==> src/inc/flash_prot_pkg.sv <==
// constants for the flash protection, training pattern and correction register block
// ==========================================================================
// How it works
// - FAh or E0h returns addressed sector lock byte
// - FBh or E1h writes addressed sector lock bit
// - lock byte 00h locked, FFh open, resets FFh
// - 41h read, 43h program, 4Ah write pattern
// - two 8-bit pattern registers, nonvolatile ships 00h
// - live pattern writable, reloaded from nonvolatile on reset
// - dummy cycles drive live pattern onto output
// - B3h read, B5h write, B6h clear correction register
// - bit0 disables correction, default 0 active
// - bit1 read-only correction event flag, default 0
// - bits 5:2 count corrections, saturate at 15
// - incremental program ignored under correction, bit6 records
// - protect pin guards block, disable, quad bits
// - status writes blocked only disable=1 and pin low
// - writes need write enable latch set first
// - block protect leaves other sectors lockable
// - sector protected if either scheme protects it
// - four block-protect bits protect top portion
// - persistent or dynamic lock zero refuses program
`default_nettype none
package flash_prot_pkg;
  // ==========================================================================
  // opcodes
  localparam logic [7:0] OP_WRITE_ENABLE = 8'h06;
  localparam logic [7:0] OP_WRITE_STATUS = 8'h01;
  localparam logic [7:0] OP_READ_STATUS = 8'h05;
  localparam logic [7:0] OP_RD_LOCK3 = 8'hFA;
  localparam logic [7:0] OP_RD_LOCK4 = 8'hE0;
  localparam logic [7:0] OP_WR_LOCK3 = 8'hFB;
  localparam logic [7:0] OP_WR_LOCK4 = 8'hE1;
  localparam logic [7:0] OP_RD_PATTERN = 8'h41;
  localparam logic [7:0] OP_PROG_NV_PATTERN = 8'h43;
  localparam logic [7:0] OP_WR_LIVE_PATTERN = 8'h4A;
  localparam logic [7:0] OP_RD_CORR = 8'hB3;
  localparam logic [7:0] OP_WR_CORR = 8'hB5;
  localparam logic [7:0] OP_CLR_CORR = 8'hB6;
  // ==========================================================================
  // lock byte values
  localparam logic [7:0] LOCK_BYTE_LOCKED = 8'h00;
  localparam logic [7:0] LOCK_BYTE_OPEN = 8'hFF;
  // ==========================================================================
  // reset values
  localparam logic [7:0] NV_PATTERN_RESET = 8'h00;
  localparam logic [7:0] LIVE_PATTERN_RESET = 8'h00;
  localparam logic [7:0] CORR_RESET = 8'h00;
  localparam logic [7:0] STATUS_RESET = 8'h00;
  // ==========================================================================
  // correction register fields
  localparam int CORR_DIS_BIT = 0;
  localparam int CORR_EVT_BIT = 1;
  localparam int CORR_CNT_LSB = 2;
  localparam int CORR_IPA_BIT = 6;
  localparam logic [3:0] CORR_CNT_MAX = 4'hF;
  // ==========================================================================
  // status register fields
  localparam int ST_WEL_BIT = 1;
  localparam int ST_BP_LSB = 2;
  localparam int ST_QE_BIT = 6;
  localparam int ST_STATUS_WRITE_DISABLE_BIT = 7;
  localparam logic [7:0] ST_WRITE_MASK = 8'hFC;
  // ==========================================================================
  // address byte counts
  localparam logic [2:0] ADDR_BYTES3 = 3'h3;
  localparam logic [2:0] ADDR_BYTES4 = 3'h4;
  // ==========================================================================
  // serial engine states
  typedef enum logic [2:0] {
    S_CMD = 3'b000,
    S_ADDR = 3'b001,
    S_IN = 3'b010,
    S_OUT = 3'b011,
    S_SKIP = 3'b100
  } ser_state_t;
endpackage
`default_nettype wire

==> src/rtl/flash_protect_ecc_regs.sv <==
// serial command slave for sector locks, training pattern and correction register
`default_nettype none
module flash_protect_ecc_regs #(
  parameter int SECTORS = 64,
  parameter int SECTOR_SHIFT = 16
) (
  // clock and reset
  input wire logic mclk,
  input wire logic sys_rst,
  // serial pins from the host
  input wire logic sck,
  input wire logic cs_n,
  input wire logic si,
  input wire logic wp_n,
  output logic so,
  output logic so_oe_n,
  // read path: latency cycles of a double-rate read
  input wire logic dummy_phase,
  // correction engine events
  input wire logic corr_event,
  // array program/erase request
  input wire logic pe_req,
  input wire logic [31:0] pe_addr,
  input wire logic pe_incremental,
  input wire logic persistent_sector_lock,
  output logic pe_done,
  output logic pe_allowed,
  // state shown to the core
  output logic correction_disable,
  output logic [7:0] live_pattern,
  output logic quad_enable
);
  import flash_prot_pkg::*;

  // ==========================================================================
  // elaboration check: sector index slicing needs a power-of-two count
  if (SECTORS < 2 || (SECTORS & (SECTORS - 1)) != 0 ||
      SECTOR_SHIFT < 1 || SECTOR_SHIFT + $clog2(SECTORS) > 32) begin : g_bad_params
    $error("flash_protect_ecc_regs: unsupported SECTORS or SECTOR_SHIFT");
  end

  localparam int IDXW = $clog2(SECTORS);

  // block protect coverage
  // block protect decode: value n>0 protects top 2^(n-1) sectors, clipped to all
  function automatic logic bp_covers(input logic [3:0] bp, input logic [IDXW-1:0] idx);
    int span;
    span = 0;
    if (bp != 4'h0) begin
      span = (bp > 4'd12) ? SECTORS : (1 << (bp - 4'd1));
    end
    if (span >= SECTORS) begin
      return (bp != 4'h0);
    end
    return (int'(idx) >= SECTORS - span) && (bp != 4'h0);
  endfunction

  // sector index from a byte address
  function automatic logic [IDXW-1:0] sector_of(input logic [31:0] a);
    logic [31:0] s;
    s = a >> SECTOR_SHIFT;
    return s[IDXW-1:0];
  endfunction

  // ==========================================================================
  // pin synchronisers
  logic [1:0] sck_meta_q;
  logic [1:0] cs_meta_q;
  logic [1:0] si_meta_q;
  logic [1:0] wp_meta_q;
  logic sck_prev; // last synchronised clock level
  always_ff @(posedge mclk or posedge sys_rst) begin
    if (sys_rst) begin
      sck_meta_q <= 2'h0;
      cs_meta_q <= 2'h3;
      si_meta_q <= 2'h0;
      wp_meta_q <= 2'h3;
      sck_prev <= 1'b0;
    end else begin
      sck_meta_q <= {sck_meta_q[0], sck};
      cs_meta_q <= {cs_meta_q[0], cs_n};
      si_meta_q <= {si_meta_q[0], si};
      wp_meta_q <= {wp_meta_q[0], wp_n};
      sck_prev <= sck_meta_q[1];
    end
  end

  wire sck_s = sck_meta_q[1];
  wire cs_active = ~cs_meta_q[1];
  wire si_s = si_meta_q[1];
  wire wp_low = ~wp_meta_q[1];
  wire sck_rise = cs_active & sck_s & ~sck_prev;
  wire sck_fall = cs_active & ~sck_s & sck_prev;

  // ==========================================================================
  // registers
  logic dyn_lock [SECTORS]; // per-sector dynamic lock, 1 = open
  // nonvolatile copy ships as 00h and survives sys_rst
  logic [7:0] training_pattern_nonvolatile = NV_PATTERN_RESET;
  logic [7:0] training_pattern_live;
  logic live_reload; // pending copy of nonvolatile into live after reset
  logic [7:0] corr_reg;
  logic [7:0] status_reg;

  // ==========================================================================
  // serial engine state
  ser_state_t state;
  logic [2:0] bit_cnt; // bits of the current byte
  logic [6:0] in_sh; // bits collected so far
  logic [7:0] opcode;
  logic [31:0] addr; // collected address
  logic [2:0] addr_left; // address bytes still to come
  logic [7:0] out_sh; // rotating read byte
  logic [7:0] train_sh; // rotating training pattern

  wire byte_done = sck_rise & (bit_cnt == 3'h7);
  wire [7:0] rx_byte = {in_sh, si_s};
  wire [31:0] next_addr = {addr[23:0], rx_byte};
  wire [IDXW-1:0] cmd_sector = sector_of(next_addr);
  wire write_enable_latch = status_reg[ST_WEL_BIT];

  // opcode classes
  // lock read opcodes
  wire op_rd_lock = (rx_byte == OP_RD_LOCK3) | (rx_byte == OP_RD_LOCK4);
  wire op_wr_lock = (rx_byte == OP_WR_LOCK3) | (rx_byte == OP_WR_LOCK4);
  wire op_is_4b = (rx_byte == OP_RD_LOCK4) | (rx_byte == OP_WR_LOCK4);
  wire op_write_in = (rx_byte == OP_PROG_NV_PATTERN) | (rx_byte == OP_WR_LIVE_PATTERN) |
                     (rx_byte == OP_WR_CORR) | (rx_byte == OP_WRITE_STATUS);
  wire op_read_out = (rx_byte == OP_RD_PATTERN) | (rx_byte == OP_RD_CORR) |
                     (rx_byte == OP_READ_STATUS);

  // read data for simple register reads
  wire [7:0] simple_read = (rx_byte == OP_RD_PATTERN) ? training_pattern_live :
                           (rx_byte == OP_RD_CORR) ? corr_reg : status_reg;

  // write strobes, taken on the first data byte; clear and write enable on the opcode byte
  wire data_byte = byte_done & (state == S_IN);
  wire cmd_byte = byte_done & (state == S_CMD);
  // status write gate: pin low with disable set blocks the write
  wire status_locked = status_reg[ST_STATUS_WRITE_DISABLE_BIT] & wp_low;
  wire wr_status = data_byte & write_enable_latch & (opcode == OP_WRITE_STATUS) & ~status_locked;
  wire wr_lock = data_byte & write_enable_latch & ((opcode == OP_WR_LOCK3) | (opcode == OP_WR_LOCK4));
  wire wr_nv = data_byte & write_enable_latch & (opcode == OP_PROG_NV_PATTERN);
  wire wr_live = data_byte & write_enable_latch & (opcode == OP_WR_LIVE_PATTERN);
  wire wr_corr = data_byte & write_enable_latch & (opcode == OP_WR_CORR);
  wire clr_corr = cmd_byte & (rx_byte == OP_CLR_CORR);
  wire set_wel = cmd_byte & (rx_byte == OP_WRITE_ENABLE);
  wire any_write = wr_status | wr_lock | wr_nv | wr_live | wr_corr;

  // ==========================================================================
  // program/erase decision
  wire [IDXW-1:0] pe_sector = sector_of(pe_addr);
  wire bp_hit = bp_covers(status_reg[ST_BP_LSB +: 4], pe_sector);
  wire lock_hit = ~persistent_sector_lock | ~dyn_lock[pe_sector];
  wire ipa_block = pe_incremental & ~corr_reg[CORR_DIS_BIT];
  wire pe_ok = write_enable_latch & ~bp_hit & ~lock_hit & ~ipa_block;
  wire pe_consume = pe_req & write_enable_latch & ~any_write;

  // ==========================================================================
  // serial engine: bit and byte sequencing
  always_ff @(posedge mclk or posedge sys_rst) begin
    if (sys_rst) begin
      state <= S_CMD;
      bit_cnt <= 3'h0;
      in_sh <= 7'h00;
      opcode <= 8'h00;
      addr <= 32'h0;
      addr_left <= 3'h0;
    end else if (!cs_active) begin
      // deselect ends any command
      state <= S_CMD;
      bit_cnt <= 3'h0;
      addr <= 32'h0;
    end else if (sck_rise) begin
      bit_cnt <= bit_cnt + 3'h1;
      in_sh <= rx_byte[6:0];
      if (bit_cnt == 3'h7) begin
        case (state)
          // opcode byte
          S_CMD: begin
            opcode <= rx_byte;
            if (op_rd_lock || op_wr_lock) begin
              state <= S_ADDR;
              addr_left <= op_is_4b ? ADDR_BYTES4 : ADDR_BYTES3;
            end else if (op_write_in) begin
              state <= S_IN;
            end else if (op_read_out) begin
              state <= S_OUT;
            end else begin
              state <= S_SKIP;
            end
          end
          // address bytes
          S_ADDR: begin
            addr <= next_addr;
            addr_left <= addr_left - 3'h1;
            if (addr_left == 3'h1) begin
              state <= (opcode == OP_RD_LOCK3 || opcode == OP_RD_LOCK4) ? S_OUT : S_IN;
            end
          end
          // one data byte, then the rest is ignored
          S_IN: state <= S_SKIP;
          S_OUT: state <= S_OUT;
          S_SKIP: state <= S_SKIP;
          default: state <= S_SKIP;
        endcase
      end
    end
  end

  // ==========================================================================
  // output shifter: read byte repeats while clocked, pattern during dummies
  always_ff @(posedge mclk or posedge sys_rst) begin
    if (sys_rst) begin
      out_sh <= 8'h00;
      train_sh <= 8'h00;
      so <= 1'b0;
      so_oe_n <= 1'b1;
    end else begin
      if (byte_done && state == S_CMD && op_read_out) begin
        out_sh <= simple_read;
      end else if (byte_done && state == S_ADDR && addr_left == 3'h1) begin
        // lock byte of the addressed sector
        out_sh <= dyn_lock[cmd_sector] ? LOCK_BYTE_OPEN : LOCK_BYTE_LOCKED;
      end else if (sck_fall && state == S_OUT && !dummy_phase) begin
        out_sh <= {out_sh[6:0], out_sh[7]};
      end
      // live pattern on latency cycles
      // training pattern rotates on falling edges during latency cycles
      if (!dummy_phase || !cs_active) begin
        train_sh <= training_pattern_live;
      end else if (sck_fall) begin
        train_sh <= {train_sh[6:0], train_sh[7]};
      end
      if (sck_fall) begin
        so <= dummy_phase ? train_sh[7] : out_sh[7];
      end
      so_oe_n <= ~(cs_active & (dummy_phase | state == S_OUT));
    end
  end

  // ==========================================================================
  // dynamic sector locks, all open after reset
  // lock bytes reset open
  always_ff @(posedge mclk or posedge sys_rst) begin
    if (sys_rst) begin
      for (int i = 0; i < SECTORS; i++) begin
        dyn_lock[i] <= 1'b1;
      end
    end else if (wr_lock) begin
      // data 00h locks, other values open
      dyn_lock[sector_of(addr)] <= (rx_byte != LOCK_BYTE_LOCKED);
    end
  end

  // ==========================================================================
  // training pattern registers
  // nonvolatile copy has no reset: it keeps its value across sys_rst
  always_ff @(posedge mclk) begin
    if (wr_nv) begin
      training_pattern_nonvolatile <= rx_byte;
    end
  end
  always_ff @(posedge mclk or posedge sys_rst) begin
    if (sys_rst) begin
      training_pattern_live <= LIVE_PATTERN_RESET;
      live_reload <= 1'b1;
    end else begin
      live_reload <= 1'b0;
      // reload after reset, then host writes any time
      if (live_reload) begin
        training_pattern_live <= training_pattern_nonvolatile;
      end else if (wr_live) begin
        training_pattern_live <= rx_byte;
      end
    end
  end

  // ==========================================================================
  // correction register
  logic [3:0] corr_cnt;
  assign corr_cnt = corr_reg[CORR_CNT_LSB +: 4];
  wire corr_hit = corr_event & ~corr_reg[CORR_DIS_BIT];
  wire ipa_hit = pe_req & pe_incremental & ~corr_reg[CORR_DIS_BIT];
  wire [3:0] base_cnt = clr_corr ? 4'h0 : corr_cnt;
  wire [3:0] next_cnt = (corr_hit && base_cnt != CORR_CNT_MAX) ? base_cnt + 4'h1 : base_cnt;
  wire next_evt = corr_hit | (corr_reg[CORR_EVT_BIT] & ~clr_corr);
  wire next_ipa = ipa_hit | (corr_reg[CORR_IPA_BIT] & ~clr_corr);
  wire next_dis = wr_corr ? rx_byte[CORR_DIS_BIT] : corr_reg[CORR_DIS_BIT];
  always_ff @(posedge mclk or posedge sys_rst) begin
    if (sys_rst) begin
      corr_reg <= CORR_RESET;
    end else begin
      // event wins over a same-cycle clear
      corr_reg <= {1'b0, next_ipa, next_cnt, next_evt, next_dis};
    end
  end

  // ==========================================================================
  // status register and write enable latch
  always_ff @(posedge mclk or posedge sys_rst) begin
    if (sys_rst) begin
      status_reg <= STATUS_RESET;
    end else begin
      if (wr_status) begin
        status_reg <= (rx_byte & ST_WRITE_MASK) | (status_reg & ~ST_WRITE_MASK);
      end
      // latch set by enable, spent by any accepted write or array request
      if (set_wel) begin
        status_reg[ST_WEL_BIT] <= 1'b1;
      end else if ((data_byte && opcode != OP_WRITE_STATUS) || wr_status || pe_consume) begin
        status_reg[ST_WEL_BIT] <= 1'b0;
      end else if (data_byte && status_locked) begin
        status_reg[ST_WEL_BIT] <= 1'b0;
      end
    end
  end

  // ==========================================================================
  // program/erase answer and core-facing copies
  always_ff @(posedge mclk or posedge sys_rst) begin
    if (sys_rst) begin
      pe_done <= 1'b0;
      pe_allowed <= 1'b0;
      correction_disable <= 1'b0;
      live_pattern <= LIVE_PATTERN_RESET;
      quad_enable <= 1'b0;
    end else begin
      pe_done <= pe_req;
      pe_allowed <= pe_req & pe_ok & ~any_write;
      correction_disable <= corr_reg[CORR_DIS_BIT];
      live_pattern <= training_pattern_live;
      quad_enable <= status_reg[ST_QE_BIT];
    end
  end
endmodule
`default_nettype wire

==> config.mk <==
export PLATFORM = sky130hd
export DESIGN_NAME = flash_protect_ecc_regs
export DESIGN_NICKNAME = d
export VERILOG_FILES = /design/src/inc/flash_prot_pkg.sv /design/src/rtl/flash_protect_ecc_regs.sv
export SDC_FILE = /design/constraint.sdc
export NUM_CORES = 1
export LEC_CHECK = 0
export ABC_CLOCK_PERIOD_IN_PS = 9300
export BUFFER_PORTS_ARGS = -buffer_cell sky130_fd_sc_hd__buf_2
export CAP_MARGIN = 20
export CORE_UTILIZATION = 57
export DETAILED_ROUTE_END_ITERATION = 7
export GPL_TIMING_DRIVEN = 0
export PLACE_DENSITY = 0.76
export SYNTH_ARGS = -nofsm -noshare
export SYNTH_HDL_FRONTEND = slang
export SYNTH_SLANG_ARGS = --single-unit
==> constraint.sdc <==
create_clock -name mclk -period 9.3 [get_ports mclk]
set_input_delay 1.395 -clock mclk [delete_from_list [all_inputs] [get_ports mclk]]
set_output_delay 1.395 -clock mclk [all_outputs]
set_load 0.01 [all_outputs]
==> impl_metrics.toml <==
[cts]
clkTransAtPathRegs_ns = 0.07
htreeDepth = 4
cts_buffers = 17
post_cts_resized = 0
post_cts_buffers = 0
cts_max_path_buffers = 2
cts_sinks = 176
ctsHoldBuffers = 0
cts_root_buf = "clkbuf_16"
clock_latency_ns = 0.44
cts_tree = "built"

[finish]
synthToLayoutAreaGrowth_pct = 12.65
layout.nets = 1002
fin_util_pct = 65.31
antenna_cells = 0
stdcell_count = 1175
layout_common_cells = "nand2_1 (216), o21ai_0 (104), dfrtp_1 (98)"
largest-register = "dyn_lock"
largest_register_ffs = 64
drive_gt1_share_pct = 21.79
final_common_cell = "nand2_1"
reg.largest.list = "dyn_lock x64, addr x18"

[route]
via_per_inst = 6.027
routed_wirelength_um = 22430
first_pass_iters = 5
ant_nets = 0
drt_iter0_markers = 778
drc = 0
vias = 7082
wl_per_cell_um = 19.09

[global_route]
grt_overflow = 0
grt_pass1_vias = 7086
grt_max_degree = 118
grt_pass1_wl_um = 36930
antenna_found_initial = 0
grt_usage_pct = 29.57

[job]
maxCapViolations = 0

[sta]
rsz0062_at_grt = "no"
fin_crit_ns = 3.601
max_freq_mhz = 277.7
tightest_slew_ns = 0.9948
fin_skew_ns = 0.01175
final.setup.tns_ns = 0
post-route-period-util_pct = 38.72
holdWs_ns = 0.3487
relSlewSlack_pct = 33.54
final_max_slew_viol_count = 0
finalHoldViolCount = 0
setup_viol = 0

[synthesis]
yosys.area.top_type = "dfrtp_1"
synth_top_area_share_pct = 26.72
synthArstFlopShare_pct = 95.45
seq_area_frac_synth_pct = 49.39
syn_inst = 896
ys_ff_latch = 176
synth_warnings = 0
syn-mean-instance-area_um2 = 10.24
synth_edf_count = 8
ys_types = 72
syn_area_um2 = 9176
ys.flop_type = "dfrtp_1"
synth_area_leaders = "dfrtp_1 (27%), dfstp_2 (20%), nand2_1 (8.8%), mux4_2 (7.1%), o21ai_0 (5.7%)"
synth_fp_nets = 952

[pwr]
cellPowerDensity_nw_per_um2 = 182.6
ir_drop_mv = 0.1357
p_leak_nw = 4.036

[setup_path]
timing.rr.end = "pe_allowed"
path_cells = "buf_2 > clkbuf_1 > buf_2 > mux4_2 > mux4_2 > mux2_2 > o21ai_0 > a211oi_1"
required_ns = 9.60
r2r.worst_path.cells = 12
crit_fanout = 10
crit_end = "pe_allowed"
end_kind = "register"
cp-start-kind = "input pin"
cp_num_buf_inv = 3
cp-startpoint = "pe_addr[17]"
critPathTopFamily = "multiplexers"
cp_slowest_cell = "mux4_2"
path_class = "in2reg"
cp.arrival_ns = 3.90
r2r_setup_slack_ns = 6.22
r2r_start = "status_reg[3]"
slowest_delay_ns = 0.54
path_depth = 8

[floorplanning]
core_um2 = 15830
start_util_pct = 57.98
fp.dieW_um = 128.9
dieArea_um2 = 16610
ios = 57
die_height_um = 128.9
std_cell_rows = 46

[place]
place_inst = 1142
gp_congestion = 0.8731
io_buffers = 29
dp_hpwl_um = 15060

[run_status]
status = "complete, no violations"

[min_path]
hold_path_class = "reg2reg"
==> per-stage QoR <==
stage | total power [W] | worst slack (ns) | cell area (um^2)
after floorplan | 0.0009680 | 3.474 | 9176
after global placement | 0.001031 | 1.620 | 9592
after detailed placement | 0.001038 | 5.334 | 9627
after CTS | 0.001893 | 5.782 | 10330
after global routing | 0.001950 | 5.659 | 10340
final | 0.001887 | 5.699 | 10340
==> cell families after synthesis <==
| kind of cell | Yosys count | share of synthesized area [%] |
|---|---|---|
| AND/OR/NAND/NOR | 353 | 19.13 |
| AO/OA/AOI/OAI | 189 | 12.20 |
| flip-flops | 176 | 49.39 |
| multiplexers | 85 | 13.42 |
| buffers and inverters | 71 | 3.340 |
| adder cells (fa/ha/maj) | 13 | 1.773 |
| XOR/XNOR | 7 | 0.6681 |
| other | 2 | 0.08184 |
==> worst min-delay path by stage <==
stage | from | endpoint | cells after the start
after floorplan | sck_meta_q[0] | sck_meta_q[1] | 0
after global placement | sck_meta_q[0] | sck_meta_q[1] | 0
after detailed placement | si_meta_q[0] | si_meta_q[1] | 0
after CTS | si_meta_q[0] | si_meta_q[1] | 0
after global routing | sck_meta_q[0] | sck_meta_q[1] | 0
final | si_meta_q[0] | si_meta_q[1] | 0
==> per-layer routing <==
metal	routed length [um]	share of wire, %	global-route usage (%)
met5	0	0	0
met4	601	2.7	12.94
met3	1543	6.9	6.985
met2	11060	49	48.14
met1	9232	41	37.90
==> final cells by class <==
class	count	area (um^2)
Tap cell	216	270.3
Buffer	50	227.7
Clock buffer	18	429.2
Fill cell	1224	5490
Multi-Input combinational cell	649	4338
Clock inverter	14	274.0
Timing Repair Buffer	31	180.2
Inverter	21	86.33
Sequential cell	176	4532
==> cell usage after synthesis (3+ instances only) <==
| library cell | number |
|---|---|
| nor3_1 | 6 |
| nor4_1 | 3 |
| and2_1 | 4 |
| dfstp_2 | 70 |
| nand4_1 | 7 |
| ha_1 | 13 |
| o21ai_0 | 104 |
| mux2i_1 | 42 |
| dfrtp_1 | 98 |
| buf_1 | 4 |
| clkbuf_1 | 31 |
| nor3b_1 | 5 |
| nor2_1 | 33 |
| a21oi_1 | 20 |
| o22ai_1 | 4 |
| inv_1 | 21 |
| edfxtp_1 | 8 |
| o211ai_1 | 4 |
| a211oi_1 | 5 |
| nor4_4 | 8 |
| nand2b_1 | 28 |
| nor2b_1 | 8 |
| nand3_1 | 13 |
| o21ai_1 | 8 |
| mux4_2 | 29 |
| mux2_2 | 14 |
| nand2_1 | 216 |
| buf_2 | 11 |
| o31ai_1 | 7 |
| a31oi_1 | 12 |
| xor2_1 | 5 |
| o221ai_1 | 5 |
==> report_power, final <==
| group | leakage [nW] | internal, W | switching [W] |
|---|---|---|---|
| Combinational | 1.67 | 0.0000645 | 0.000122 |
| Sequential | 2.03 | 0.000809 | 0.0000326 |
| Clock | 0.335 | 0.000537 | 0.000323 |
| Total | 4.04 | 0.00141 | 0.000477 |
Power figures use the tool's default switching activity.
